## src/hdl/cdgc_params.svh

```systemverilog
// constants for the clock divider and gating configuration block
`ifndef CDGC_PARAMS_SVH
`define CDGC_PARAMS_SVH
`define CDGC_ADDR_W        8
`define CDGC_OFF_GATE      8'h00
`define CDGC_OFF_XTAL      8'h04
`define CDGC_OFF_STAT      8'h08
`define CDGC_RST_GATE      16'h1000
`define CDGC_RST_XTAL      16'h08C1
`define CDGC_MASK_GATE     16'h1137
`define CDGC_MASK_XTAL     16'h2FFF
`define CDGC_BIT_VLO_AUTO  12
`define CDGC_BIT_SM_OFF    8
`define CDGC_SUB_CLOCK_DIVIDER_HI       5
`define CDGC_SUB_CLOCK_DIVIDER_LO       4
`define CDGC_MAIN_CLOCK_DIVIDER_HI       2
`define CDGC_MAIN_CLOCK_DIVIDER_LO       0
`define CDGC_BIT_FAULT_DIS 13
`define CDGC_AUX_CLOCK_DIVIDER_HI       11
`define CDGC_AUX_CLOCK_DIVIDER_LO       8
`define CDGC_DRV_HI        7
`define CDGC_DRV_LO        6
`define CDGC_BIT_XTS       5
`define CDGC_BIT_BYPASS    4
`define CDGC_HFF_HI        3
`define CDGC_HFF_LO        2
`define CDGC_BIT_AGC_OFF   1
`define CDGC_BIT_AUTO_OFF  0
`define CDGC_DRV_RST       2'h3
`define CDGC_SRC_XTAL      2'h0
`define CDGC_SRC_INTERNAL_REFERENCE_OSCILLATOR      2'h1
`define CDGC_SRC_VLO       2'h2
`define CDGC_RESP_OKAY     2'h0
`define CDGC_RESP_SLVERR   2'h2
`define CDGC_ADIV_M1_0     10'h000
`define CDGC_ADIV_M1_1     10'h00F
`define CDGC_ADIV_M1_2     10'h01F
`define CDGC_ADIV_M1_3     10'h03F
`define CDGC_ADIV_M1_4     10'h07F
`define CDGC_ADIV_M1_5     10'h0FF
`define CDGC_ADIV_M1_6     10'h17F
`define CDGC_ADIV_M1_7     10'h1FF
`define CDGC_ADIV_M1_8     10'h2FF
`define CDGC_ADIV_M1_9     10'h3FF
`define CDGC_ADIV_M1_10    10'h06B
`define CDGC_ADIV_M1_11    10'h151
`define CDGC_ADIV_M1_12    10'h19D
`define CDGC_ADIV_M1_13    10'h27F
`define CDGC_ADIV_ENH_LO   4'h8
`endif

```

## src/hdl/cdgc_pkg.sv

```systemverilog
// types shared by the clock divider and gating configuration block
package cdgc_pkg;
  typedef logic [15:0] cdgc_reg_t;
  typedef logic [1:0]  cdgc_src_t;
  typedef logic [1:0]  cdgc_resp_t;
endpackage : cdgc_pkg

```

## src/hdl/cdgc_clk_div.sv

```systemverilog
// tick divider whose ratio only changes at an output boundary
module cdgc_clk_div
  import cdgc_pkg::*;
#(
  parameter int CW = 10
) (
  input  wire logic          i_clk,
  input  wire logic          i_rst_n,
  input  wire logic          i_tick,
  input  wire logic          i_bypass,
  input  wire logic [CW-1:0] i_ratio_m1,
  output logic               o_tick
);
  initial begin
    if (CW < 1 || CW > 16) $error("cdgc_clk_div: CW out of range");
  end

  logic [CW-1:0] cnt_q;
  logic [CW-1:0] act_q;
  logic          byp_q;
  logic          tick_q;
  logic          wrap;

  // new ratio taken only at wrap, so no short period appears
  assign wrap   = i_tick && (byp_q || (cnt_q == act_q));
  assign o_tick = tick_q;

  always_ff @(posedge i_clk) begin
    if (!i_rst_n) begin
      cnt_q <= '0;
      act_q <= '0;
      byp_q <= 1'b0;
    end else if (wrap) begin
      cnt_q <= '0;
      act_q <= i_ratio_m1;
      byp_q <= i_bypass;
    end else if (i_tick) begin
      cnt_q <= cnt_q + 1'b1;
    end
  end

  always_ff @(posedge i_clk) begin
    if (!i_rst_n) tick_q <= 1'b0;
    else          tick_q <= wrap;
  end

  // helper: ticks since the last boundary and the ratio then loaded
  logic [CW:0]   seen_q;
  logic [CW-1:0] want_q;
  logic          wbyp_q;
  always_ff @(posedge i_clk) begin
    if (!i_rst_n) begin
      seen_q <= '0;
      want_q <= '0;
      wbyp_q <= 1'b0;
    end else if (wrap) begin
      seen_q <= '0;
      want_q <= i_ratio_m1;
      wbyp_q <= i_bypass;
    end else if (i_tick) begin
      seen_q <= seen_q + 1'b1;
    end
  end
endmodule : cdgc_clk_div

```

## src/hdl/cdgc_top.sv

```systemverilog
// clock divider, gating and crystal configuration with an AXI4-Lite slave
`include "cdgc_params.svh"
module cdgc_top
  import cdgc_pkg::*;
#(
  parameter bit ENHANCED   = 1'b1,
  parameter bit HF_SUPPORT = 1'b1
) (
  input  wire logic                    i_clk,
  input  wire logic                    i_rst_n,
  input  wire logic [`CDGC_ADDR_W-1:0] i_awaddr,
  input  wire logic                    i_awvalid,
  output logic                         o_awready,
  input  wire logic [31:0]             i_wdata,
  input  wire logic [3:0]              i_wstrb,
  input  wire logic                    i_wvalid,
  output logic                         o_wready,
  output cdgc_resp_t                   o_bresp,
  output logic                         o_bvalid,
  input  wire logic                    i_bready,
  input  wire logic [`CDGC_ADDR_W-1:0] i_araddr,
  input  wire logic                    i_arvalid,
  output logic                         o_arready,
  output logic [31:0]                  o_rdata,
  output cdgc_resp_t                   o_rresp,
  output logic                         o_rvalid,
  input  wire logic                    i_rready,
  input  wire logic                    i_mclk_src_tick,
  input  wire logic                    i_xtal_tick,
  input  wire logic                    i_internal_reference_oscillator_tick,
  input  wire logic                    i_vlo_tick,
  input  wire cdgc_src_t               i_aclk_src_sel,
  input  wire logic                    i_xtal_fault,
  input  wire logic                    i_vlo_req,
  input  wire logic                    i_io_lock,
  output logic                         o_mclk_tick,
  output logic                         o_sub_main_clock_tick,
  output logic                         o_aclk_tick,
  output cdgc_src_t                    o_aclk_src_sel,
  output logic                         o_vlo_enable,
  output logic [1:0]                   o_xtal_drive,
  output logic                         o_xtal_hf_mode,
  output logic                         o_xtal_bypass,
  output logic [1:0]                   o_xtal_hf_freq,
  output logic                         o_xtal_agc_off,
  output logic                         o_xtal_auto_off
);
  initial begin
    if (`CDGC_ADDR_W < 4) $error("cdgc_top: address too narrow");
  end

  // ---------------- AXI4-Lite write side ----------------
  cdgc_reg_t                 gate_q;
  cdgc_reg_t                 xtal_q;
  logic [`CDGC_ADDR_W-1:0]   awaddr_q;
  logic [15:0]               wdata_q;
  logic [1:0]                wstrb_q;
  logic                      aw_have_q;
  logic                      w_have_q;
  logic                      bvalid_q;
  cdgc_resp_t                bresp_q;

  wire aw_take = i_awvalid && o_awready;
  wire w_take  = i_wvalid && o_wready;
  wire do_wr   = aw_have_q && w_have_q && !bvalid_q;
  wire wr_gate = (awaddr_q[`CDGC_ADDR_W-1:2] == `CDGC_OFF_GATE >> 2);
  wire wr_xtal = (awaddr_q[`CDGC_ADDR_W-1:2] == `CDGC_OFF_XTAL >> 2);
  wire wr_stat = (awaddr_q[`CDGC_ADDR_W-1:2] == `CDGC_OFF_STAT >> 2);
  wire [15:0] lane_m = {{8{wstrb_q[1]}}, {8{wstrb_q[0]}}};

  // mode bit is hardwired to 0 without high-frequency support
  wire [15:0] xts_bit  = 16'h0001 << `CDGC_BIT_XTS;
  wire [15:0] xtal_msk = HF_SUPPORT ? `CDGC_MASK_XTAL
                                    : (`CDGC_MASK_XTAL & ~xts_bit);
  // reserved positions never take a write
  wire [15:0] gate_wm = lane_m & `CDGC_MASK_GATE;
  wire [15:0] xtal_wm = lane_m & xtal_msk;
  wire [15:0] gate_d  = (gate_q & ~gate_wm) | (wdata_q & gate_wm);
  wire [15:0] xtal_d  = (xtal_q & ~xtal_wm) | (wdata_q & xtal_wm);

  assign o_awready = !aw_have_q;
  assign o_wready  = !w_have_q;
  assign o_bvalid  = bvalid_q;
  assign o_bresp   = bresp_q;

  always_ff @(posedge i_clk) begin
    if (!i_rst_n) begin
      aw_have_q <= 1'b0;
      awaddr_q  <= '0;
    end else if (aw_take) begin
      aw_have_q <= 1'b1;
      awaddr_q  <= i_awaddr;
    end else if (do_wr) begin
      aw_have_q <= 1'b0;
    end
  end

  always_ff @(posedge i_clk) begin
    if (!i_rst_n) begin
      w_have_q <= 1'b0;
      wdata_q  <= '0;
      wstrb_q  <= '0;
    end else if (w_take) begin
      w_have_q <= 1'b1;
      wdata_q  <= i_wdata[15:0];
      wstrb_q  <= i_wstrb[1:0];
    end else if (do_wr) begin
      w_have_q <= 1'b0;
    end
  end

  always_ff @(posedge i_clk) begin
    if (!i_rst_n) begin
      bvalid_q <= 1'b0;
      bresp_q  <= `CDGC_RESP_OKAY;
    end else if (do_wr) begin
      bvalid_q <= 1'b1;
      bresp_q  <= (wr_gate || wr_xtal || wr_stat) ? `CDGC_RESP_OKAY : `CDGC_RESP_SLVERR;
    end else if (i_bready) begin
      bvalid_q <= 1'b0;
    end
  end

  // register bits reset; retention lives in the applied copy below
  always_ff @(posedge i_clk) begin
    if (!i_rst_n) begin
      gate_q <= `CDGC_RST_GATE;
      xtal_q <= `CDGC_RST_XTAL;
    end else if (do_wr) begin
      if (wr_gate) gate_q <= gate_d;
      else if (wr_xtal) xtal_q <= xtal_d;
    end
  end

  // ---------------- field decode ----------------
  wire       vlo_auto  = gate_q[`CDGC_BIT_VLO_AUTO];
  wire       sm_off    = gate_q[`CDGC_BIT_SM_OFF];
  wire [1:0] sub_clock_divider      = gate_q[`CDGC_SUB_CLOCK_DIVIDER_HI:`CDGC_SUB_CLOCK_DIVIDER_LO];
  wire [2:0] main_clock_divider      = gate_q[`CDGC_MAIN_CLOCK_DIVIDER_HI:`CDGC_MAIN_CLOCK_DIVIDER_LO];
  wire       fault_dis = xtal_q[`CDGC_BIT_FAULT_DIS];
  wire [3:0] aux_clock_divider      = xtal_q[`CDGC_AUX_CLOCK_DIVIDER_HI:`CDGC_AUX_CLOCK_DIVIDER_LO];
  wire       crystal_freq_range_select       = xtal_q[`CDGC_BIT_XTS];

  // power-of-two ratios as counts minus one
  wire [6:0] main_clock_divider_m1 = 7'((8'h01 << main_clock_divider) - 8'h01);
  wire [2:0] sub_clock_divider_m1 = 3'((4'h1 << sub_clock_divider) - 4'h1);

  // unsupported codes fall back to divide-by-1
  function automatic logic [9:0] cdgc_adiv_m1(input logic [3:0] code, input logic enh);
    logic [9:0] r;
    r = `CDGC_ADIV_M1_0;
    case (code)
      4'h1: r = `CDGC_ADIV_M1_1;
      4'h2: r = `CDGC_ADIV_M1_2;
      4'h3: r = `CDGC_ADIV_M1_3;
      4'h4: r = `CDGC_ADIV_M1_4;
      4'h5: r = `CDGC_ADIV_M1_5;
      4'h6: r = `CDGC_ADIV_M1_6;
      4'h7: r = `CDGC_ADIV_M1_7;
      4'h8: r = enh ? `CDGC_ADIV_M1_8 : `CDGC_ADIV_M1_0;
      4'h9: r = enh ? `CDGC_ADIV_M1_9 : `CDGC_ADIV_M1_0;
      4'hA: r = enh ? `CDGC_ADIV_M1_10 : `CDGC_ADIV_M1_0;
      4'hB: r = enh ? `CDGC_ADIV_M1_11 : `CDGC_ADIV_M1_0;
      4'hC: r = enh ? `CDGC_ADIV_M1_12 : `CDGC_ADIV_M1_0;
      4'hD: r = enh ? `CDGC_ADIV_M1_13 : `CDGC_ADIV_M1_0;
      default: r = `CDGC_ADIV_M1_0;
    endcase
    return r;
  endfunction : cdgc_adiv_m1

  wire [9:0] aux_clock_divider_m1 = cdgc_adiv_m1(aux_clock_divider, ENHANCED);

  // ---------------- aux source selection ----------------
  // a faulty crystal is swapped for the internal reference
  wire       fallback = (i_aclk_src_sel == `CDGC_SRC_XTAL) && i_xtal_fault && !fault_dis;
  wire [1:0] src_eff  = fallback ? `CDGC_SRC_INTERNAL_REFERENCE_OSCILLATOR : i_aclk_src_sel;
  cdgc_src_t src_q;
  logic      aux_src_tick;
  always_comb begin
    aux_src_tick = i_internal_reference_oscillator_tick;
    case (src_q)
      `CDGC_SRC_XTAL: aux_src_tick = i_xtal_tick;
      `CDGC_SRC_VLO:  aux_src_tick = i_vlo_tick;
      default:        aux_src_tick = i_internal_reference_oscillator_tick;
    endcase
  end
  // divider only in high-frequency crystal mode, bypassed otherwise
  wire aux_bypass = !((src_q == `CDGC_SRC_XTAL) && crystal_freq_range_select);

  always_ff @(posedge i_clk) begin
    if (!i_rst_n) src_q <= `CDGC_SRC_INTERNAL_REFERENCE_OSCILLATOR;
    else          src_q <= src_eff;
  end
  assign o_aclk_src_sel = src_q;

  // ---------------- dividers ----------------
  logic mclk_tick;
  logic sm_raw_tick;
  logic sm_gate_q;

  cdgc_clk_div #(.CW(7)) u_mdiv (
    .i_clk      (i_clk),
    .i_rst_n    (i_rst_n),
    .i_tick     (i_mclk_src_tick),
    .i_bypass   (1'b0),
    .i_ratio_m1 (main_clock_divider_m1),
    .o_tick     (mclk_tick)
  );

  cdgc_clk_div #(.CW(3)) u_sdiv (
    .i_clk      (i_clk),
    .i_rst_n    (i_rst_n),
    .i_tick     (mclk_tick),
    .i_bypass   (1'b0),
    .i_ratio_m1 (sub_clock_divider_m1),
    .o_tick     (sm_raw_tick)
  );

  cdgc_clk_div #(.CW(10)) u_adiv (
    .i_clk      (i_clk),
    .i_rst_n    (i_rst_n),
    .i_tick     (aux_src_tick),
    .i_bypass   (aux_bypass),
    .i_ratio_m1 (aux_clock_divider_m1),
    .o_tick     (o_aclk_tick)
  );

  // gate follows the register only at a sub-main tick, never mid-period
  always_ff @(posedge i_clk) begin
    if (!i_rst_n)         sm_gate_q <= 1'b0;
    else if (sm_raw_tick) sm_gate_q <= sm_off;
  end
  assign o_mclk_tick  = mclk_tick;
  assign o_sub_main_clock_tick = sm_raw_tick && !sm_gate_q;

  // ---------------- oscillator controls ----------------
  logic vlo_en_q;
  wire  vlo_used = (src_q == `CDGC_SRC_VLO) || i_vlo_req;
  always_ff @(posedge i_clk) begin
    if (!i_rst_n) vlo_en_q <= 1'b1;
    else          vlo_en_q <= !vlo_auto || vlo_used;
  end
  assign o_vlo_enable = vlo_en_q;

  // applied drive holds while io lock is high, even through reset
  logic [1:0] drv_q;
  always_ff @(posedge i_clk) begin
    if (!i_rst_n && !i_io_lock) drv_q <= `CDGC_DRV_RST;
    else if (!i_io_lock)        drv_q <= xtal_q[`CDGC_DRV_HI:`CDGC_DRV_LO];
  end
  assign o_xtal_drive    = drv_q;
  assign o_xtal_hf_mode  = crystal_freq_range_select;
  assign o_xtal_bypass   = xtal_q[`CDGC_BIT_BYPASS];
  assign o_xtal_hf_freq  = xtal_q[`CDGC_HFF_HI:`CDGC_HFF_LO];
  assign o_xtal_agc_off  = xtal_q[`CDGC_BIT_AGC_OFF];
  assign o_xtal_auto_off = xtal_q[`CDGC_BIT_AUTO_OFF];

  // ---------------- AXI4-Lite read side ----------------
  logic       rvalid_q;
  logic [15:0] rdata_q;
  cdgc_resp_t rresp_q;
  wire  ar_take = i_arvalid && o_arready;
  wire  rd_gate = (i_araddr[`CDGC_ADDR_W-1:2] == `CDGC_OFF_GATE >> 2);
  wire  rd_xtal = (i_araddr[`CDGC_ADDR_W-1:2] == `CDGC_OFF_XTAL >> 2);
  wire  rd_stat = (i_araddr[`CDGC_ADDR_W-1:2] == `CDGC_OFF_STAT >> 2);
  wire [15:0] stat_w = {10'h000, sm_gate_q, drv_q, vlo_en_q, src_q};
  wire [15:0] rd_mux = rd_gate ? gate_q :
                       rd_xtal ? xtal_q :
                       rd_stat ? stat_w : 16'h0000;

  assign o_arready = !rvalid_q;
  assign o_rvalid  = rvalid_q;
  assign o_rdata   = {16'h0000, rdata_q};
  assign o_rresp   = rresp_q;

  always_ff @(posedge i_clk) begin
    if (!i_rst_n) begin
      rvalid_q <= 1'b0;
      rdata_q  <= '0;
      rresp_q  <= `CDGC_RESP_OKAY;
    end else if (ar_take) begin
      rvalid_q <= 1'b1;
      rdata_q  <= rd_mux;
      rresp_q  <= (rd_gate || rd_xtal || rd_stat) ? `CDGC_RESP_OKAY : `CDGC_RESP_SLVERR;
    end else if (i_rready) begin
      rvalid_q <= 1'b0;
    end
  end

  logic rd_xtal_q;
  always_ff @(posedge i_clk) begin
    if (!i_rst_n)     rd_xtal_q <= 1'b0;
    else if (ar_take) rd_xtal_q <= rd_xtal;
  end
endmodule : cdgc_top

```

## config.mk

```make
export PLATFORM = sky130hd
export DESIGN_NAME = cdgc_top
export DESIGN_NICKNAME = d
export VERILOG_FILES = /design/src/hdl/cdgc_pkg.sv /design/src/hdl/cdgc_clk_div.sv /design/src/hdl/cdgc_top.sv
export VERILOG_INCLUDE_DIRS = /design/src /design/src/hdl
export SDC_FILE = /design/constraint.sdc
export NUM_CORES = 1
export LEC_CHECK = 0
export ABC_AREA = 1
export BUFFER_PORTS_ARGS = -buffer_cell sky130_fd_sc_hd__clkbuf_2
export CORE_AREA = 4 4 108 110
export CTS_CLUSTER_DIAMETER = 100
export DETAILED_ROUTE_END_ITERATION = 10
export DIE_AREA = 0 0 112 114
export GPL_TIMING_DRIVEN = 0
export HOLD_SLACK_MARGIN = 0.03
export PLACE_DENSITY_LB_ADDON = 0.05
export REMOVE_ABC_BUFFERS = 1
export SLEW_MARGIN = 10
export SYNTH_ARGS = -nofsm -noshare
export SYNTH_HDL_FRONTEND = slang
export SYNTH_SLANG_ARGS = --single-unit
```

## constraint.sdc

```tcl
create_clock -name i_clk -period 1.25 [get_ports i_clk]
set_clock_uncertainty 0.05 [all_clocks]
set_input_delay 0.1875 -clock i_clk [delete_from_list [all_inputs] [get_ports i_clk]]
set_output_delay 0.1875 -clock i_clk [all_outputs]
set_load 0.01 [all_outputs]
```

==> results of run 1 <==
-- worst paths after layout --
path	end	cells past startpoint	slack, ns	start
hold reg to reg	awaddr_q[6]	2	0.40	awaddr_q[6]
setup / recovery	u_mdiv.act_q[1]	8	-0.21	u_mdiv.act_q[3]
setup reg to reg	u_mdiv.act_q[1]	8	-0.21	u_mdiv.act_q[3]
hold / removal	awaddr_q[7]	3	0.04	i_awaddr[7]
-- area by class of cell --
class	count	area, sq um
Clock buffer	11	141.4
Clock inverter	5	62.56
Fill cell	961	3869
Inverter	74	312.8
Multi-Input combinational cell	477	2801
Sequential cell	112	2316
Tap cell	140	175.2
Timing Repair Buffer	142	1005
Timing Repair inverter	2	15.01
-- repair_timing --
| item | 4_1_cts | 5_1_grt |
|---|---|---|
| setup endpoints to repair | 102 | 79 |
| resized for setup | 106 | 73 |
| setup buffers | 23 | 13 |
| gates cloned | 5 | 2 |
| pin swaps | 28 | 25 |
| hold buffers | 28 | 0 |
| hold endpoints to repair | 29 | 0 |
-- routing by layer --
layer | global-route usage (%) | routed length [um]
met5 | 0 | 0
met3 | 5.836 | 760
met2 | 36.49 | 6827
met1 | 27.02 | 5996
met4 | 4.728 | 195
-- critical path, cell delays in order, from the launching register on --
cell	delay, ns
dfxtp_2	0.35
inv_2	0.04
nand2_2	0.09
nand2_2	0.07
nor2_2	0.10
nand4_1	0.13
nor3_4	0.33
nand3_1	0.13
o21ai_1	0.10
-- layout by cell type (no fill, tap or decap), types with 4 or more instances in the layout --
cell type,n
buf_4,28
nand4_1,24
o21ai_0,59
conb_1,20
xor2_1,8
inv_4,4
dfxtp_2,29
dfxtp_1,73
xnor2_2,4
nand3_2,16
nand2_8,5
a21oi_2,9
nor2_1,70
nor2_4,7
nor2_2,15
inv_2,13
dfxtp_4,10
nand2_2,18
a21oi_1,43
nand3_1,33
nand2_1,100
o22ai_1,4
o21ai_1,6
clkbuf_8,10
dlygate4sd3_1,28
clkbuf_2,76
nand3_4,8
inv_1,51
clkinvlp_4,7
buf_6,7
-- cell usage after synthesis (all sizes together) --
cell type | n | area share [%]
o21a | 1 | 0.15
a21oi | 52 | 5.2
mux2i | 1 | 0.20
dfxtp | 112 | 44
inv | 72 | 5.4
nand2 | 123 | 9.5
nor3 | 4 | 0.72
nand3b | 1 | 0.15
xor2 | 9 | 1.6
clkbuf | 15 | 1.1
conb | 1 | 0.074
nand3 | 55 | 6.6
clkinv | 2 | 0.17
a41oi | 2 | 0.35
nand4 | 24 | 3.0
or2 | 3 | 0.37
nor4 | 1 | 0.12
xnor2 | 8 | 1.5
nor3b | 2 | 0.50
o211ai | 1 | 0.15
ha | 3 | 0.74
buf | 28 | 4.0
nor2 | 92 | 7.0
o22ai | 5 | 0.62
o21ai | 65 | 6.4
-- where the power goes --
| part | internal, mW | switching, mW |
|---|---|---|
| logic | 0.947 | 1.27 |
| clock network | 1.00 | 1.26 |
| registers | 3.84 | 0.236 |
| total | 5.78 | 2.76 |
-- cell families (layout without fill, tap and decap cells) --
logic type               after synthesis  in the layout
AO/OA/AOI/OAI                        126            126
XOR/XNOR                              17             17
adder cells (fa/ha/maj)                3              3
buffers and inverters                117            234
flip-flops                           112            112
multiplexers                           1              1
other                                  1             20
AND/OR/NAND/NOR                      305            310
-- metrics by stage --
stage | instances | instance area (sq um)
after floorplan | 658 | 4861
after global placement | 876 | 5426
after detailed placement | 876 | 5429
after CTS | 948 | 6504
after global routing | 963 | 6829
final | 963 | 6829
==> impl_metrics.ini, run 1 <==
[run_status]
outcome = complete, but fails checks
failed_checks = negative setup slack

[floorplan]
core-area_sq_um = 10700
io_pins = 123
die_area_sq_um = 12770
initial_utilization_pct = 47.20
fp.dieW_um = 112
fp.dieH_um = 114
rows = 38

[setup_path]
cp.required_ns = 1.52
arrival_ns = 1.73
crit_path_end_kind = register
criticalPathCategory = reg2reg
worstPathMaxFanout = 6
worst_setup_path_start_kind = register

[drt]
ant_nets = 0
wl_per_cell_um = 14.31
first_pass_iters = 5
drc = 0
viasPerCell = 5.096
num_vias = 4907
wl_um = 13780
drt_iter0_drc = 209

[global_routing]
grt_pass1_vias = 4630
grt_pass1_wl_um = 22130
grt_start_max_net_pins = 86
antenna_found_initial = 0
grt_util_all_layers_pct = 21.30
overflow = 0

[job]
maxCapViolations = 0

[logic_synthesis]
ys_seq_elements = 112
synth_xor_area_share_pct = 3.097
synth_compound_gate_area_share_pct = 12.86
synth_warnings = 0
synth.avg_cell_area_sq_um = 7.404
ys_seq_area_share_pct = 44.40
synthAdderAreaFrac_pct = 0.7433
synth_top_family_by_area = simple AND/OR/NAND/NOR gates
synth_simple_gate_area_share_pct = 27.95
synth_cell_types = 40
muxShareOfSynthArea_pct = 0.1982
synthesis.area_sq_um = 5050
synthCells = 682

[place]
io_buffers = 78
post-dp-hpwl_um = 8562
pre_cts_ws_ns = -0.9663
place.gp.congestion = 0.8529

[hold_path]
hold_path.class = in2reg

[finish]
antenna_cells = 0
nNetsFinal = 889
area_delta_synth_final_pct = 35.23
finish.utilization_pct = 63.84
drive_gt1_share_pct = 34.99

[sta]
finalHoldViolCount = 0
fmax_mhz = 682.6
setup_ws_ns = -0.2150
rsz0062_at_grt = yes
fin_crit_sh_pct = 117.2
slew_headroom_pct = 60.99
hold_ws_ns = 0.03801
fin_crit_ns = 1.465
finalSetupViolCount = 56
worst_pin_slew_ns = 0.5851
tns_ns = -7.183
finalMaxSlewViolations = 0

[pwr]
finalPower_mw = 8.542
leakage_nw = 2.876
vdd_drop_max_mv = 0.9284
p_per_area_nw_per_um2 = 1251

[cts]
clkTransAtPathRegs_ns = 0.10
clock_path_buffers = 2
cts_tree = built
clockRootBuffer = clkbuf_8
insertion_delay_ns = 0.39
clock_sinks = 112
numCtsBuffers = 9
cts_max_level = 3
Power figures use the tool's default switching activity.
==> run 2, diff against run 1 <==
Settings changed: HOLD_SLACK_MARGIN 0.03 to 0.15.
==> run 2 against run 1 <==
  * Core utilization increased by 0.65 points
  * Combinational power about the same
  * Critical endpoint unchanged
  * Cell count increased by 0.73%
  * First-iteration DRC count decreased by 22%
  * Fmax decreased by 1.7%
  * Hold slack improved by 0.14 ns
  * The flow still finishes with violations (negative setup slack)
  * Clock power about the same
  * Total power increased by 0.16%
  * Wire length increased by 1.3%
  * Register-to-register slack got worse by 0.02 ns
  * Sequential share of layout area decreased by 0.45 points
  * Design area increased by 1.0%
==> impl_metrics.ini, run 2 (same netlist as run 1, synthesis figures left out) <==
[place]
post-dp-hpwl_um = 8562
dpl_cell_area_sq_um = 5429
place.gp.congestion = 0.8529
io_buffers = 78

[finish]
finish.utilization_pct = 64.49
drive_gt1_share_pct = 34.70
fin_area_sq_um = 6899
antenna_cells = 0
nNetsFinal = 896
final_common_cell = nand2_1
area_delta_synth_final_pct = 36.62
layout_common_cells = 100 x nand2_1, 76 x clkbuf_2, 73 x dfxtp_1, 71 x nor2_1, 58 x o21ai_0

[drt]
first_pass_iters = 4
wl_per_cell_um = 14.39
viasPerCell = 5.033
drc = 0
drt_iter0_drc = 164
wl_um = 13960
ant_nets = 0
num_vias = 4882

[pwr]
power_frac_clock_pct = 26.3
leakage_nw = 2.909
p_per_area_nw_per_um2 = 1240
finalPower_mw = 8.556
vdd_drop_max_mv = 0.9252
seqPwrFrac_pct = 47.6
p_int_mw = 5.800
combPwrFrac_pct = 26.1
sw_frac_of_total_pct = 32.21
p_sw_mw = 2.755

[cts]
clock_sinks = 112
numCtsBuffers = 9
cts_tree = built
clock_path_buffers = 2
clockRootBuffer = clkbuf_8
clkTransAtPathRegs_ns = 0.11
cts_max_level = 3
insertion_delay_ns = 0.39

[run_status]
outcome = complete, but fails checks
failed_checks = negative setup slack

[global_routing]
grt_pass1_wl_um = 22340
grt_pass1_vias = 4681
antenna_found_initial = 0
grt_start_max_net_pins = 86
overflow = 0
grt_util_all_layers_pct = 21.52

[sta]
finalMaxSlewViolations = 0
finalHoldViolCount = 0
rsz0062_at_grt = yes
finalSetupViolCount = 56
hold_ws_ns = 0.1781
setup_ws_ns = -0.2399
slew_headroom_pct = 61.17
fmax_mhz = 671.2
fin_crit_ns = 1.490
worst_pin_slew_ns = 0.5825
fin_crit_sh_pct = 119.2

[hold_path]
hold_path.class = in2reg

[floorplan]
initial_utilization_pct = 47.20
fp.dieH_um = 114
io_pins = 123
fp.dieW_um = 112
core-area_sq_um = 10700
rows = 38
die_area_sq_um = 12770

[job]
maxCapViolations = 0

[setup_path]
worst_setup_path_start_kind = register
cp.required_ns = 1.51
arrival_ns = 1.75
crit_path_end_kind = register
worstPathMaxFanout = 6
criticalPathCategory = reg2reg
run 2: cell count changes in the layout (fill, tap and decap cells not counted), sizes merged:
| cell | previous run | this run |
|---|---|---|
| dlygate4sd3 | 28 | 34 |
| buf | 38 | 39 |
run 2: power groups by stage:
stage               clock [mW]  sequential, mW  combinational [mW]
global placement             0            4.08                1.23
floorplan                    0            4.06               0.873
detailed placement           0            4.08                1.25
global route              2.47            4.11                2.44
finish                    2.25            4.07                2.23
CTS                       2.31            4.05                2.00
run 2: worst paths after layout:
path                                      start               to  slack, ns  cells after the start
worst max register to register  u_mdiv.act_q[1]  u_mdiv.act_q[1]      -0.24                      8
worst min-delay path                    i_rst_n         register       0.18                      2
worst min register to register      awaddr_q[6]      awaddr_q[6]       0.40                      2
worst max-delay path            u_mdiv.act_q[1]  u_mdiv.act_q[1]      -0.24                      8
run 2: layer usage:
metal | part of all wire [%] | global-route usage [%] | wire length [um] | vias to the layer above
li1 | - | - | - | 2484
met1 | 43 | 27.20 | 5981 | 2254
met2 | 49 | 36.85 | 6903 | 122
met3 | 5.7 | 5.995 | 792 | 22
met4 | 2.0 | 4.888 | 278 | 0
met5 | 0 | 0 | 0 | -
run 2: stage by stage:
step,TNS (ns),worst slack (ns),instances
after floorplan,-6.453,-0.1634,658
after global routing,-13.08,-0.3612,970
after detailed placement,-50.77,-0.9663,876
final,-7.336,-0.2399,970
after CTS,-5.359,-0.1585,954
after global placement,-88.35,-1.616,876
run 2: cell type report:
| cell class | instances | area (sq um) |
|---|---|---|
| inverter | 74 | 312.8 |
| multi-input combinational | 477 | 2799 |
| timing repair inverter | 2 | 15.01 |
| sequential | 112 | 2308 |
| tap | 140 | 175.2 |
| timing repair buffer | 149 | 1085 |
| clock inverter | 5 | 62.56 |
| fill | 949 | 3799 |
| clock buffer | 11 | 141.4 |
run 2: critical path, stage by stage (launching register included):
cell and delay [ns]:
dfxtp_2 0.37, inv_2 0.05, nand2_2 0.06, nand2_1 0.08, nor2_2 0.11, nand4_1 0.14
nor3_4 0.33, nand3_1 0.14, o21ai_1 0.10
run 2: what timing repair did:
action	CTS	global route
cloned	5	2
hold endpoints to repair	36	0
hold buffers	34	0
endpoints found under the setup margin	102	79
pin swaps	28	25
resized for setup	106	70
setup buffers	23	14
==> run 3, diff against run 2 <==
Settings changed: CORE_AREA 4 4 108 110 to 4 4 113 115, DIE_AREA 0 0 112 114 to 0 0 117 119, SYNTH_HIERARCHICAL from default to 1.
==> run 3 against run 2 <==
  * The run still ends with negative setup slack left
  * Die area is 9.0% higher
  * Non-clock buffer count is 16 higher
  * Worst setup slack worse by 0.061 ns
  * Sequential share of layout area is 2.2 points lower
  * Design area is 18% higher
  * Wire length is 8.5% higher
  * Via count is 11% higher
  * Core utilization is 4.6 points higher
  * Register-to-register slack worse by 0.06 ns
  * First-iteration DRC count is 66% higher
  * Synthesized cell count is 12% higher
  * Critical path type unchanged
  * Critical endpoint is now u_adiv/cnt_q[6]
==> impl_metrics.ini, run 3 <==
[place]
place.gp.congestion = 0.8986
io_buffers = 78
post-dp-hpwl_um = 9130
pre_cts_ws_ns = -0.9286
dpl_cell_area_sq_um = 6133

[setup_path]
critPathSlowestCell = dfxtp_4
rrSetupSlack_ns = -0.30
slowest_delay_ns = 0.36
arrival_ns = 1.80
criticalPathCategory = reg2reg
crit_path_end_kind = register
cp.required_ns = 1.50
timing.rr.end = u_adiv/cnt_q[6]
crit_top_cell = nand3_4
reg2reg_depth = 10
cp_num_buf_inv = 3
worstPathMaxFanout = 3
path_cells = inv_4 > nand3_4 > nand3_4 > nand2_4 > nor3b_4 > buf_4 > nand3_2 > xor2_1 > inv_1 > nor2_1
worst_setup_path_start_kind = register
r2r-start = o_aclk_src_sel[0]
cp_top_family = simple AND/OR/NAND/NOR gates

[sta]
finalSetupViolCount = 83
slew_headroom_pct = 62.95
finalMaxSlewViolations = 0
worst_pin_slew_ns = 0.5550
fin_crit_ns = 1.551
tns_ns = -11.13
rsz0062_at_grt = yes
finalHoldViolCount = 0
setup_ws_ns = -0.3011
fin_crit_sh_pct = 124.1
fmax_mhz = 644.7
hold_ws_ns = 0.03532

[global_routing]
met3_usage_pct = 5.081
overflow = 0
busiest_layer = met2
grt_start_max_net_pins = 77
grt_util_all_layers_pct = 20.93
use_met2_pct = 32.86
grt_pass1_wl_um = 23270
grt_use_met1_pct = 27.80
grt_pass1_vias = 4840
antenna_found_initial = 0

[pwr]
leakage_nw = 3.633
p_per_area_nw_per_um2 = 1397
vdd_drop_max_mv = 0.8498

[logic_synthesis]
ys_seq_area_share_pct = 42.80
ys_top_cells_by_area = dfxtp_1 43%, nand2_1 9.2%, nor2_1 5.8%
synth_top_area_share_pct = 42.80
yosysTopAreaCell = dfxtp_1
synthTopCellsByCount = 142 x nand2_1, 124 x dfxtp_1, 89 x nor2_1
synth_cell_types = 40
synthMostInstantiatedCell = nand2_1
ys_seq_elements = 124
async_reset_ff_share_pct = 0
synth-main-ff-cell = dfxtp_1
synth_edf_count = 0
synthesis.area_sq_um = 5801
synth_warnings = 6
synthCells = 762
synth.avg_cell_area_sq_um = 7.612

[finish]
finish.utilization_pct = 69.07
antenna_cells = 0
final_common_cell = nand2_1
layout_common_cells = 132 x nand2_1, 91 x dfxtp_1, 74 x clkbuf_2, 72 x inv_1, 69 x nor2_1
nNetsFinal = 998
fin_area_sq_um = 8158
drive_gt1_share_pct = 36.42
area_delta_synth_final_pct = 40.64
n_fill_cell = 949

[hold_path]
whs_path_depth = 2
min_from = i_rst_n
hold-path-endpoint = o_vlo_enable
hold_path.class = in2reg

[floorplan]
core-area_sq_um = 11810
io_pins = 123
fp.dieW_um = 117
rows = 40
die_area_sq_um = 13920
initial_utilization_pct = 49.11
fp.dieH_um = 119

[drt]
wl_per_cell_um = 13.94
drc = 0
wl_um = 15140
viasPerCell = 4.994
num_vias = 5423
first_pass_iters = 5
drt_iter0_drc = 272
ant_nets = 0

[run_status]
outcome = complete, but fails checks
failed_checks = negative setup slack

[cts]
cts_tree = built
clock_path_buffers = 2
holdBufCountCts = 32
numCtsBuffers = 17
clock_sinks = 124
clockRootBuffer = clkbuf_16
clkTransAtPathRegs_ns = 0.05
cts_max_level = 4
insertion_delay_ns = 0.41

[job]
maxCapViolations = 0
[run 3: cell count changes in the layout (fill, tap and decap cells not counted), sizes merged, moves of 3 or more]
cell / change
a21oi: -10
buf: +20
clkbuf: +10
clkinv: +5
dfxtp: +12
inv: +20
nand2: +39
nand3: +4
nand4: +9
nor2: +11
o21ai: -13
or2: -3
xor2: +3
[run 3: timing repair]
item	in CTS	in global routing
buffers inserted	38	16
resized for setup	100	108
cloned	6	4
setup endpoints to repair	109	98
pin swaps	35	50
hold endpoints to repair	44	30
[run 3: how the worst max path moves through the flow]
stage,startpoint,end,depth (start not counted)
6_report,o_aclk_src_sel[0],u_adiv/cnt_q[6],10
5_1_grt,aw_have_q,aux_clock_divider_m1[6],9
4_1_cts,awaddr_q[7],aux_clock_divider_m1[8],10
3_5_place_dp,o_aclk_src_sel[0],u_adiv/cnt_q[9],10
3_3_place_gp,i_rst_n,o_aclk_src_sel[1],3
2_1_floorplan,o_aclk_src_sel[0],u_adiv/cnt_q[9],10
[run 3: where the power goes]
group	leakage, nW	internal, mW	switching, mW
clock	0.272	2.85	1.68
combinational	2.33	1.04	1.36
sequential	1.03	4.23	0.239
total	3.63	8.12	3.27
[run 3: worst reg2reg max path: stages (launching register included)]
cell,delay (ns)
dfxtp_4,0.36
inv_4,0.08
nand3_4,0.07
nand3_4,0.12
nand2_4,0.08
nor3b_4,0.24
buf_4,0.15
nand3_2,0.07
xor2_1,0.16
inv_1,0.05
nor2_1,0.03
[run 3: stage by stage]
stage	total power [mW]	instances
2_1_floorplan	5.524	733
5_1_grt	11.93	1086
6_report	11.40	1086
3_5_place_dp	5.978	959
4_1_cts	11.12	1066
3_3_place_gp	5.938	958
[run 3: routing by layer]
metal	wire, um	up-vias	part of all wire (%)
li1	-	2760	-
met1	6671	2489	44
met2	7344	149	49
met3	799	25	5.3
met4	325	0	2.1
met5	0	-	0
[run 3: cell type report]
cell class                 count  area (sq um)  area share, %
clock buffer                  23         478.0          5.859
clock inverter                 8         67.56         0.8282
inverter                      94         370.4          4.540
multi-input combinational    521          3228          39.57
sequential                   124          2549          31.24
tap                          147         183.9          2.255
timing repair buffer         165          1255          15.38
timing repair inverter         4         26.28         0.3221
[run 3: logic make-up (layout without fill, tap and decap cells)]
family                   after synthesis  after routing  synth area share, %
other                                  1             22              0.06465
adder cells (fa/ha/maj)                3              3               0.6472
flip-flops                           124            124                42.80
AO/OA/AOI/OAI                        105            105                9.642
AND/OR/NAND/NOR                      363            369                31.39
XOR/XNOR                              21             21                3.171
multiplexers                           1              1               0.1726
buffers and inverters                144            294                12.12
